<file path="src/core/cdm_pkg.sv">
// package for the clock divisor and module disable block
// assumes a 32-bit axi4-lite register bus on one clock domain
package cdm_pkg;
    // ********************************************************
    // register map
    // ********************************************************
    localparam logic [3:0] CDM_ADDR_DIVCTL = 4'h0;
    localparam logic [3:0] CDM_ADDR_PMD = 4'h4;
    localparam logic [15:0] CDM_DIVCTL_RST = 16'h3040;
    localparam logic [15:0] CDM_PMD_RST = 16'h0000;
    localparam logic [15:0] CDM_DIVCTL_MASK = 16'hFFDF;
    localparam logic [15:0] CDM_PMD_MASK = 16'hFEFB;
    localparam int CDM_WAKE_BIT = 15;
    localparam int CDM_REDUCE_EN_BIT = 11;
    localparam logic [2:0] CDM_RATIO_NONE = 3'h0;
    localparam logic [1:0] CDM_POST_RSVD = 2'h2;
    localparam logic [1:0] CDM_RESP_OKAY = 2'h0;
    localparam logic [1:0] CDM_RESP_SLVERR = 2'h2;

    // ********************************************************
    // field carrier
    // ********************************************************
    typedef struct packed {
        logic return_on_interrupt;
        logic [2:0] ratio;
        logic reduction_enable;
        logic [2:0] rc_osc_postscale;
        logic [1:0] pll_output_divider;
        logic unused5;
        logic [4:0] pll_input_divider;
    } cdm_divctl_s;

    typedef struct packed {
        logic [7:0] log2_div;
        logic [7:0] count_max;
    } cdm_div_s;
endpackage

</file>
<file path="src/core/cdm_clock_divisor.sv">
// clock divisor and peripheral module disable, axi4-lite slave
// assumes one clock aclk, interrupt pulse from the same domain
`timescale 1ns/10ps
module cdm_clock_divisor #(
    parameter int RATIO_W = 3
) (
    input wire logic aclk,
    input wire logic aresetn,
    input wire logic [3:0] s_axi_awaddr,
    input wire logic s_axi_awvalid,
    output logic s_axi_awready,
    input wire logic [31:0] s_axi_wdata,
    input wire logic [3:0] s_axi_wstrb,
    input wire logic s_axi_wvalid,
    output logic s_axi_wready,
    output logic [1:0] s_axi_bresp,
    output logic s_axi_bvalid,
    input wire logic s_axi_bready,
    input wire logic [3:0] s_axi_araddr,
    input wire logic s_axi_arvalid,
    output logic s_axi_arready,
    output logic [31:0] s_axi_rdata,
    output logic [1:0] s_axi_rresp,
    output logic s_axi_rvalid,
    input wire logic s_axi_rready,
    input wire logic irq_event,
    output logic cpu_clk_en,
    output logic periph_clk_en,
    output cdm_pkg::cdm_div_s rc_div,
    output cdm_pkg::cdm_div_s pll_post_div,
    output logic pll_post_invalid,
    output logic [4:0] pll_pre_divisor,
    output logic [15:0] periph_off
);
    import cdm_pkg::*;

    // elaboration check: the field carrier is fixed at three ratio bits
    if (RATIO_W != 3) begin : g_ratio_check
        $error("ratio field must be 3 bits");
    end

    // ********************************************************
    // register state
    // ********************************************************
    cdm_divctl_s divctl_q, divctl_d;
    logic [15:0] pmd_q, pmd_d;
    logic aw_hold_q, aw_hold_d, w_hold_q, w_hold_d;
    logic [3:0] awaddr_q, awaddr_d;
    logic [15:0] wdata_q, wdata_d;
    logic [1:0] wstrb_q, wstrb_d;
    logic bvalid_q, bvalid_d, rvalid_q, rvalid_d;
    logic [1:0] bresp_q, bresp_d, rresp_q, rresp_d;
    logic [15:0] rdata_q, rdata_d;
    logic [6:0] doze_cnt_q, doze_cnt_d;
    logic cpu_en_q, cpu_en_d;
    logic [6:0] doze_max;
    logic do_write;
    logic [15:0] wmerge;
    cdm_divctl_s wr_cd;

    assign doze_max = 7'((8'h01 << divctl_q.ratio) - 8'h01);

    // write channel capture and register update
    always_comb begin
        aw_hold_d = aw_hold_q;
        w_hold_d = w_hold_q;
        awaddr_d = awaddr_q;
        wdata_d = wdata_q;
        wstrb_d = wstrb_q;
        bvalid_d = bvalid_q;
        bresp_d = bresp_q;
        divctl_d = divctl_q;
        pmd_d = pmd_q;
        wmerge = 16'h0000;
        wr_cd = divctl_q;
        if (s_axi_awvalid && !aw_hold_q) begin
            aw_hold_d = 1'b1;
            awaddr_d = s_axi_awaddr;
        end
        if (s_axi_wvalid && !w_hold_q) begin
            w_hold_d = 1'b1;
            wdata_d = s_axi_wdata[15:0];
            wstrb_d = s_axi_wstrb[1:0];
        end
        do_write = aw_hold_q && w_hold_q && !bvalid_q;
        if (do_write) begin
            aw_hold_d = 1'b0;
            w_hold_d = 1'b0;
            bvalid_d = 1'b1;
            bresp_d = CDM_RESP_OKAY;
            if (awaddr_q == CDM_ADDR_DIVCTL) begin
                wmerge[7:0] = wstrb_q[0] ? wdata_q[7:0] : divctl_q[7:0];
                wmerge[15:8] = wstrb_q[1] ? wdata_q[15:8] : divctl_q[15:8];
                wr_cd = cdm_divctl_s'(wmerge & CDM_DIVCTL_MASK);
                if (divctl_q.reduction_enable) begin
                    wr_cd.ratio = divctl_q.ratio;
                end
                if (wr_cd.reduction_enable && !divctl_q.reduction_enable
                    && divctl_q.ratio == CDM_RATIO_NONE) begin
                    wr_cd.reduction_enable = 1'b0;
                end
                divctl_d = wr_cd;
            end else if (awaddr_q == CDM_ADDR_PMD) begin
                wmerge[7:0] = wstrb_q[0] ? wdata_q[7:0] : pmd_q[7:0];
                wmerge[15:8] = wstrb_q[1] ? wdata_q[15:8] : pmd_q[15:8];
                pmd_d = wmerge & CDM_PMD_MASK;
            end else begin
                bresp_d = CDM_RESP_SLVERR;
            end
        end
        // interrupt wins over a concurrent software write
        if (irq_event && divctl_q.return_on_interrupt) begin
            divctl_d.reduction_enable = 1'b0;
        end
        if (bvalid_q && s_axi_bready) begin
            bvalid_d = 1'b0;
        end
    end

    // read channel, one read outstanding
    always_comb begin
        rvalid_d = rvalid_q;
        rdata_d = rdata_q;
        rresp_d = rresp_q;
        if (s_axi_arvalid && !rvalid_q) begin
            rvalid_d = 1'b1;
            rresp_d = CDM_RESP_OKAY;
            if (s_axi_araddr == CDM_ADDR_DIVCTL) begin
                rdata_d = divctl_q;
            end else if (s_axi_araddr == CDM_ADDR_PMD) begin
                rdata_d = pmd_q;
            end else begin
                rdata_d = 16'h0000;
                rresp_d = CDM_RESP_SLVERR;
            end
        end else if (rvalid_q && s_axi_rready) begin
            rvalid_d = 1'b0;
        end
    end

    // doze divider: cpu enable every 2^ratio peripheral cycles
    // counter parks at one while doze is off, so entry skips a cycle instead of giving two enables in a row
    always_comb begin
        doze_cnt_d = doze_cnt_q;
        cpu_en_d = 1'b1;
        if (divctl_q.reduction_enable) begin
            cpu_en_d = (doze_cnt_q == 7'h00);
            doze_cnt_d = (doze_cnt_q >= doze_max) ? 7'h00 : doze_cnt_q + 7'h01;
        end else begin
            doze_cnt_d = 7'h01;
        end
    end

    // ********************************************************
    // registers
    // ********************************************************
    always_ff @(posedge aclk) begin
        if (!aresetn) begin
            divctl_q <= cdm_divctl_s'(CDM_DIVCTL_RST);
            pmd_q <= CDM_PMD_RST;
            aw_hold_q <= 1'b0;
            w_hold_q <= 1'b0;
            awaddr_q <= 4'h0;
            wdata_q <= 16'h0000;
            wstrb_q <= 2'h0;
            bvalid_q <= 1'b0;
            bresp_q <= 2'h0;
            rvalid_q <= 1'b0;
            rresp_q <= 2'h0;
            rdata_q <= 16'h0000;
            doze_cnt_q <= 7'h01;
            cpu_en_q <= 1'b1;
        end else begin
            divctl_q <= divctl_d;
            pmd_q <= pmd_d;
            aw_hold_q <= aw_hold_d;
            w_hold_q <= w_hold_d;
            awaddr_q <= awaddr_d;
            wdata_q <= wdata_d;
            wstrb_q <= wstrb_d;
            bvalid_q <= bvalid_d;
            bresp_q <= bresp_d;
            rvalid_q <= rvalid_d;
            rresp_q <= rresp_d;
            rdata_q <= rdata_d;
            doze_cnt_q <= doze_cnt_d;
            cpu_en_q <= cpu_en_d;
        end
    end

    // divider settings, straight from registers except periph_clk_en, which is tied high
    assign s_axi_awready = !aw_hold_q;
    assign s_axi_wready = !w_hold_q;
    assign s_axi_bvalid = bvalid_q;
    assign s_axi_bresp = bresp_q;
    assign s_axi_arready = !rvalid_q;
    assign s_axi_rvalid = rvalid_q;
    assign s_axi_rresp = rresp_q;
    assign s_axi_rdata = {16'h0000, rdata_q};
    assign cpu_clk_en = cpu_en_q;
    assign periph_clk_en = 1'b1; // peripheral clock is aclk itself
    assign rc_div.log2_div = {5'h00, divctl_q.rc_osc_postscale};
    assign rc_div.count_max = 8'((9'h001 << divctl_q.rc_osc_postscale) - 9'h001);
    // 00 div 2, 01 div 4, 11 div 8, 10 reserved
    assign pll_post_div.log2_div = divctl_q.pll_output_divider == 2'h3 ? 8'h03 :
                                   divctl_q.pll_output_divider == 2'h1 ? 8'h02 : 8'h01;
    assign pll_post_div.count_max = (8'h01 << pll_post_div.log2_div) - 8'h01;
    assign pll_post_invalid = (divctl_q.pll_output_divider == CDM_POST_RSVD);
    assign pll_pre_divisor = divctl_q.pll_input_divider; // divisor is value plus two
    assign periph_off = pmd_q;

    // ********************************************************
    // checks
    // ********************************************************
    a_wake_clears: assert property (@(posedge aclk) disable iff (!aresetn)
        irq_event && divctl_q.return_on_interrupt |=> !divctl_q.reduction_enable) else $error("wake clear lost");
    a_no_wake_keep: assert property (@(posedge aclk) disable iff (!aresetn)
        irq_event && !divctl_q.return_on_interrupt && divctl_q.reduction_enable && !do_write
        |=> divctl_q.reduction_enable) else $error("doze cleared without wake bit");
    a_doze_zero_block: assert property (@(posedge aclk) disable iff (!aresetn)
        !divctl_q.reduction_enable && divctl_q.ratio == 3'h0 |=> !divctl_q.reduction_enable)
        else $error("doze set at ratio zero");
    a_ratio_locked: assert property (@(posedge aclk) disable iff (!aresetn)
        divctl_q.reduction_enable |=> $stable(divctl_q.ratio)) else $error("ratio changed in doze");
    a_full_rate: assert property (@(posedge aclk) disable iff (!aresetn)
        !divctl_q.reduction_enable |=> cpu_clk_en) else $error("cpu slowed without doze");
    a_div2_pattern: assert property (@(posedge aclk) disable iff (!aresetn)
        divctl_q.reduction_enable && divctl_q.ratio == 3'h1 && cpu_clk_en
        ##1 divctl_q.reduction_enable |-> !cpu_clk_en) else $error("div 2 pattern wrong");
    a_rsvd_flag: assert property (@(posedge aclk) disable iff (!aresetn)
        pll_post_invalid == (divctl_q.pll_output_divider == 2'h2)) else $error("reserved flag wrong");
    a_pmd_hole: assert property (@(posedge aclk) disable iff (!aresetn)
        periph_off[8] == 1'b0 && periph_off[2] == 1'b0) else $error("unimplemented disable bit set");
    c_doze_on: cover property (@(posedge aclk) disable iff (!aresetn) $rose(divctl_q.reduction_enable));
    c_irq_wake: cover property (@(posedge aclk) disable iff (!aresetn)
        $fell(divctl_q.reduction_enable) && $past(irq_event));
    c_div128: cover property (@(posedge aclk) disable iff (!aresetn)
        divctl_q.reduction_enable && divctl_q.ratio == 3'h7);
    c_div2: cover property (@(posedge aclk) disable iff (!aresetn)
        divctl_q.reduction_enable && divctl_q.ratio == 3'h1);
endmodule // cdm_clock_divisor

</file>
<file path="config.mk">
export PLATFORM = sky130hd
export DESIGN_NAME = cdm_clock_divisor
export DESIGN_NICKNAME = d
export VERILOG_FILES = /design/src/core/cdm_pkg.sv /design/src/core/cdm_clock_divisor.sv
export SDC_FILE = /design/constraint.sdc
export NUM_CORES = 1
export LEC_CHECK = 0
export ABC_AREA = 1
export BUFFER_PORTS_ARGS = -buffer_cell sky130_fd_sc_hd__buf_2
export CAP_MARGIN = 40
export CORE_ASPECT_RATIO = 0.9
export CORE_MARGIN = 5
export CORE_UTILIZATION = 55
export CTS_BUF_LIST = sky130_fd_sc_hd__clkbuf_4
export DETAILED_ROUTE_END_ITERATION = 8
export GPL_TIMING_DRIVEN = 0
export HOLD_SLACK_MARGIN = 0.1
export PLACE_DENSITY = 0.88
export SYNTH_ARGS = -nofsm -noshare
export SYNTH_HDL_FRONTEND = slang
export SYNTH_SLANG_ARGS = --single-unit
export TNS_END_PERCENT = 5
</file>
<file path="constraint.sdc">
create_clock -name aclk -period 4.8 [get_ports aclk]
set_clock_uncertainty 0.1 [all_clocks]
set_input_delay 0.48 -clock aclk [delete_from_list [all_inputs] [get_ports aclk]]
set_output_delay 0.48 -clock aclk [all_outputs]
set_load 0.005 [all_outputs]
</file>
**After elaboration in Yosys (flattened, before gate mapping)**

Cells that the tools add are included.

- Flip-flop bits (word level): 83
- Output and inout bits: 97

- $add $sub $neg: 4
- Order comparisons: 1
- Eq/ne operators: 5
- Shift-type cells: 3
- Mux-type cells: 13
- Bitwise operators: 3
- Reduce and logical (&&, ||, !) cells: 31

Operators by type and width:

| cell | number |
|---|---|
| $mux W16 | 2 |
| $sub A8 B1 Y8 const B | 2 |
| $mux W2 | 6 |
| $reduce_and A4 Y1 | 3 |
| $logic_and A1 B1 Y1 | 10 |
| $eq A4 B3 Y1 const B | 2 |
| $logic_not A4 Y1 | 2 |
| $shl A1 B2 Y8 const A | 1 |
| $shl A1 B3 Y8 const A | 1 |
| $add A7 B1 Y7 const B | 1 |
| $ge A7 B7 Y1 | 1 |
| $logic_not A7 Y1 | 1 |
| $shl A1 B3 Y7 const A | 1 |
| $sub A7 B1 Y7 const B | 1 |
| $reduce_and A3 Y1 | 2 |
| $reduce_or A2 Y1 | 3 |
| $logic_not A1 Y1 | 5 |
| $eq A2 B2 Y1 const B | 2 |
| $mux W1 | 4 |
| $mux W4 | 1 |
| $reduce_and A2 Y1 | 2 |
| $logic_not A3 Y1 | 1 |
| $not A1 Y1 | 3 |
| $reduce_or A3 Y1 | 1 |
| 2 further kinds | 2 |

**Depth between registers and ports, before layout**

- Depth in word-level cells: 5
- Depth in mapped cells: 10

**Least setup slack after synthesis**

OpenSTA, ideal clock, no wires.

- Kind: register to register
- Start: register divctl_q[14] in the netlist's numbering
- End: register doze_cnt_q[1]
- Setup time: 0.117 ns
- Data arrival time: 1.329 ns
- Data required time: 4.583 ns
- Path slack: 3.254 ns
- Cell stages (with the launch flop): 9
- Clock period less this slack: 1.546 ns
- Cells stage by stage: dfxtp_1 -> clkbuf_1 -> nand3_1 -> ha_1 -> nand3_1 -> nor2_1 -> nand2_1 -> nand2_1 -> nor2_1

- Longest elaborated chain between the ends: 4

Ends and longest elaborated chain:

| what | RTL line | text |
|---|---|---|
| start: declaration | cdm_clock_divisor.sv:45 | `cdm_divctl_s divctl_q, divctl_d;` |
| start signal: assignment | cdm_clock_divisor.sv:159 | `divctl_q <= cdm_divctl_s'(CDM_DIVCTL_RST);` |
| start signal: assignment | cdm_clock_divisor.sv:174 | `divctl_q <= divctl_d;` |
| $shl A1 B3 Y7 | cdm_clock_divisor.sv:61 | `assign doze_max = 7'((8'h01 << divctl_q.ratio) - 8'h01);` |
| $sub A7 B1 Y7 | cdm_clock_divisor.sv:61 |  |
| $ge A7 B7 Y1 | cdm_clock_divisor.sv:148 | `doze_cnt_d = (doze_cnt_q >= doze_max) ? 7'h00 : doze_cnt_q + 7'h01;` |
| $reduce_or A3 Y1 (no line) | -- |  |
| end signal: assignment | cdm_clock_divisor.sv:186 | `doze_cnt_q <= doze_cnt_d;` |
| end: declaration | cdm_clock_divisor.sv:54 | `logic [6:0] doze_cnt_q, doze_cnt_d;` |

No other way between the ends.
A chain may end at the register's enable or synchronous reset.

**Worst setup path in the final report**

- Start: register divctl_q[14] in the netlist's numbering
- End: register doze_cnt_q[4]

Same word-level chain as after synthesis.

==> impl_results.rst <==
.. list-table::
   :header-rows: 1

   * - Metric
     - Value
   * - Result of the run
     - complete, no violations
   * - # Post-CTS Setup Buffers
     - 0
   * - Max-cap check violation count
     - 0
   * - Library cell with the highest instance count after synthesis
     - sky130_fd_sc_hd__nor2_1
   * - Gp weighted congestion
     - 0.832
   * - Starting density of the core
     - 0.570
   * - Routed wirelength normalized by instance count
     - 12.3 um
   * - Slack of the worst reg-to-reg path
     - 2.90 ns
   * - Most instantiated flip-flop cell in the synthesis netlist
     - sky130_fd_sc_hd__dfxtp_1
   * - Power consumption
     - 0.00146 W
   * - RR Endpoint
     - doze_cnt_q[4]
   * - Reported leakage power
     - 2.60 nW
   * - Setup repair after global routing missed its margin
     - false
   * - Most used cell along the critical path
     - sky130_fd_sc_hd__nor2_1
   * - Post-CTS resize count
     - 0
   * - Die Y-Extent
     - 91.5 um
   * - Maximum level of the CTS H-tree
     - 3
   * - Fraction of layout cells with a size suffix above 1
     - 0.291
   * - Number of endpoints failing setup at the final stage
     - 0
   * - VDD IR-drop max
     - 0.000267 V
   * - Highest fanout seen on the critical path
     - 8
   * - Reg clk slew, reported paths
     - 0.13 ns
   * - Placed wire-length estimate
     - 7680 um
   * - Clock latency reported for the late side of the worst-skew pair
     - 0.42 ns
   * - Worst reg2reg startpoint
     - divctl_q[14]
   * - Global-route wire length before repair
     - 16,300 um
   * - Die W
     - 101 um
   * - HP Class
     - in -> reg
   * - Ant diodes
     - 0
   * - Vias in the first global route
     - 3,574
   * - Type of element capturing the critical path
     - register
   * - Number of hold-repair buffers added at the cts stage
     - 0
   * - Reg2reg path depth
     - 8
   * - Hold Fails Final Rpt
     - 0
   * - Max transition margin
     - 0.658
   * - Asr flop ratio synth
     - 0
   * - Register area
     - 0.00162 mm2
   * - Portion of the post-synthesis area used by sequential elements
     - 0.400
   * - Worst-path cell chain
     - clkbuf_1 -> o21ai_0 -> ha_1 -> nand3_1 -> nor2_1 -> nor2_1 -> nand2_1 -> nor2_1
   * - Critical Path Start Type
     - register
   * - Final cycle utilization of the critical path
     - 0.396
   * - Sinks on the clock net
     - 81
   * - Worst Hold Launch
     - s_axi_wstrb[0]
   * - Top cell type by total area after synthesis
     - sky130_fd_sc_hd__dfxtp_1
   * - Total via count in the routed design
     - 3,830
   * - Post-synth EDFFs
     - 0
   * - Via-per-instance ratio
     - 4.82
   * - Standard cell with the maximum stage delay on the critical path
     - sky130_fd_sc_hd__dfxtp_1
   * - Category of the critical setup timing path
     - reg -> reg
   * - Overflow after GRT
     - 0
   * - Antenna viol nets, final
     - 0
   * - Stage delay of the slowest cell on the critical path
     - 0.33 ns
   * - First-pass iteration count of the detailed router
     - 5
   * - Library cells used by synthesis
     - 34
   * - Final count of pins violating max slew
     - 0
   * - FF+latch count, synth
     - 81
   * - Initial antenna violation count
     - 0
   * - Commonest cells in the synthesized netlist
     - sky130_fd_sc_hd__nor2_1, sky130_fd_sc_hd__nand2_1, sky130_fd_sc_hd__dfxtp_1, sky130_fd_sc_hd__buf_4, sky130_fd_sc_hd__nand3_1
   * - Standard-cell rows
     - 29
   * - Cells after Synth
     - 558
   * - CTS Buf Count
     - 9
   * - Data required, critical path
     - 5.05 ns
   * - Worst-Margin Slew
     - 0.514 ns
   * - Pin count of the biggest net entering global routing
     - 15
   * - Worst min-delay path endpoint
     - wstrb_q[0]
   * - Initial drt markers
     - 196
   * - Data arrival time of the critical path
     - 2.16 ns
   * - Total wire length
     - 9790 um
   * - Warning count from the yosys run
     - 0
   * - Setup TNS
     - 0 ns
   * - Io pins
     - 149
   * - Dominant cells by area after synthesis
     - sky130_fd_sc_hd__dfxtp_1, sky130_fd_sc_hd__nor2_1, sky130_fd_sc_hd__buf_4, sky130_fd_sc_hd__nand2_1, sky130_fd_sc_hd__nand3_1
   * - Power density over the cells
     - 294 mW/mm2
   * - TritonCTS clock tree
     - done
   * - Count of fill cells added during filler insertion
     - 582
   * - Count of cells along the worst hold path
     - 3
   * - I/O Buffers
     - 91
   * - Post-synthesis instance area
     - 0.00406 mm2
   * - Area of the core
     - 0.00711 mm2
   * - Largest buffer count on any clock path
     - 2
   * - Multi-input logic area
     - 0.00186 mm2
   * - Clock period minus final worst setup slack
     - 1.90 ns
   * - Number of design rule violations left after detail routing
     - 0
   * - Clk root buf
     - sky130_fd_sc_hd__clkbuf_4
   * - Max frequency
     - 526 MHz
   * - Total routing resource utilization after global routing
     - 0.216
   * - Mean post-synth cell area
     - 7.27 um2
   * - Portion of synthesized cell area occupied by the leading cell type
     - 0.400
   * - Area delta synth->final
     - 22.7%
   * - Area of the die
     - 0.00919 mm2
   * - Net count of the finished layout
     - 758
[layout make-up]
| cell class | instances | area share |
|---|---|---|
| buffer | 69 | 0.0978 |
| clock buffer | 9 | 0.0136 |
| clock inverter | 7 | 0.0284 |
| inverter | 57 | 0.0445 |
| multi-input combinational | 388 | 0.375 |
| sequential | 81 | 0.326 |
| tap | 93 | 0.0234 |
| timing repair buffer | 91 | 0.0915 |
[flip-flops by register name, summed over array words and instances (netlist names), 2 cells and up]
name	count
rdata_q	16
wstrb_q	2
doze_cnt_q	7
divctl_q	7
pll_pre_divisor	5
awaddr_q	4
wdata_q	16
periph_off	14
rc_div	3
[kinds of logic (layout without fill, tap and decap cells)]
logic type | after synthesis | count (layout) | synth area share
AO/OA/AOI/OAI | 60 | 60 | 0.0756
XOR/XNOR | 5 | 5 | 0.0108
adder cells (fa/ha/maj) | 9 | 9 | 0.0278
buffers and inverters | 126 | 233 | 0.175
flip-flops | 81 | 81 | 0.400
other | 2 | 39 | 0.00185
AND/OR/NAND/NOR | 275 | 275 | 0.309
[worst max path at each step]
| stage | start | to | slack [ns] |
|---|---|---|---|
| after floorplan | divctl_q[14] | doze_cnt_q[1] | 3.25 |
| after global placement | divctl_q[14] | doze_cnt_q[6] | 3.07 |
| after detailed placement | divctl_q[14] | doze_cnt_q[4] | 3.03 |
| after CTS | rc_div[10] | rc_div[4] | 2.91 |
| after global routing | divctl_q[14] | doze_cnt_q[4] | 2.68 |
| final | divctl_q[14] | doze_cnt_q[4] | 2.90 |
[cell usage in the layout, fill, tap and decap left out, types with 2 or more instances in the layout]
cell	count
sky130_fd_sc_hd__buf_6	4
sky130_fd_sc_hd__nor2_4	7
sky130_fd_sc_hd__xor2_1	3
sky130_fd_sc_hd__nor2_2	10
sky130_fd_sc_hd__o21ai_1	15
sky130_fd_sc_hd__inv_1	48
sky130_fd_sc_hd__nor3_1	4
sky130_fd_sc_hd__xnor2_1	2
sky130_fd_sc_hd__nand2_2	3
sky130_fd_sc_hd__dfxtp_1	81
sky130_fd_sc_hd__nand2_4	3
sky130_fd_sc_hd__clkinv_1	2
sky130_fd_sc_hd__nand2_1	91
sky130_fd_sc_hd__a21oi_1	27
sky130_fd_sc_hd__clkinv_4	2
sky130_fd_sc_hd__buf_4	50
sky130_fd_sc_hd__nand3_1	50
sky130_fd_sc_hd__clkbuf_1	6
sky130_fd_sc_hd__buf_2	99
sky130_fd_sc_hd__o21ai_0	15
sky130_fd_sc_hd__inv_2	6
sky130_fd_sc_hd__ha_1	9
sky130_fd_sc_hd__conb_1	39
sky130_fd_sc_hd__clkbuf_4	9
sky130_fd_sc_hd__bufinv_16	4
sky130_fd_sc_hd__nor2_1	102
[worst max-delay path, delay by kind of cell (launching register included)]
| family | cells | cell delay, ns |
|---|---|---|
| buffers and inverters | 1 | 0.28 |
| AOI/OAI and AO/OA | 1 | 0.19 |
| and+or+nand+nor | 5 | 0.63 |
| adders and majority gates | 1 | 0.32 |
| DFF | 1 | 0.33 |
[power by group]
group          total [W]  internal, W  switching [W]
sequential      0.000719     0.000701      0.0000176
clock           0.000551     0.000317       0.000233
combinational   0.000193    0.0000796       0.000114
total            0.00146      0.00110       0.000365
[layer usage]
layer / vias up / global-route usage / part of all wire
li1: 1935 / - / -
met1: 1720 / 0.284 / 0.43
met2: 171 / 0.359 / 0.47
met3: 4 / 0.0567 / 0.093
met4: 0 / 0.0415 / 0.0060
met5: - / 0 / 0
[per-stage QoR]
stage	instances	cell area (um2)	util	worst slack (ns)	hold slack (ns)
after floorplan	595	4190	-	3.25	0.329
after global placement	779	4770	0.670	3.07	0.340
after detailed placement	779	4770	0.670	3.03	0.349
after CTS	795	4970	0.700	2.91	0.197
after global routing	795	4970	0.700	2.68	0.196
final	795	4970	0.700	2.90	0.207
No activity file was read; power rests on OpenSTA's default activity.
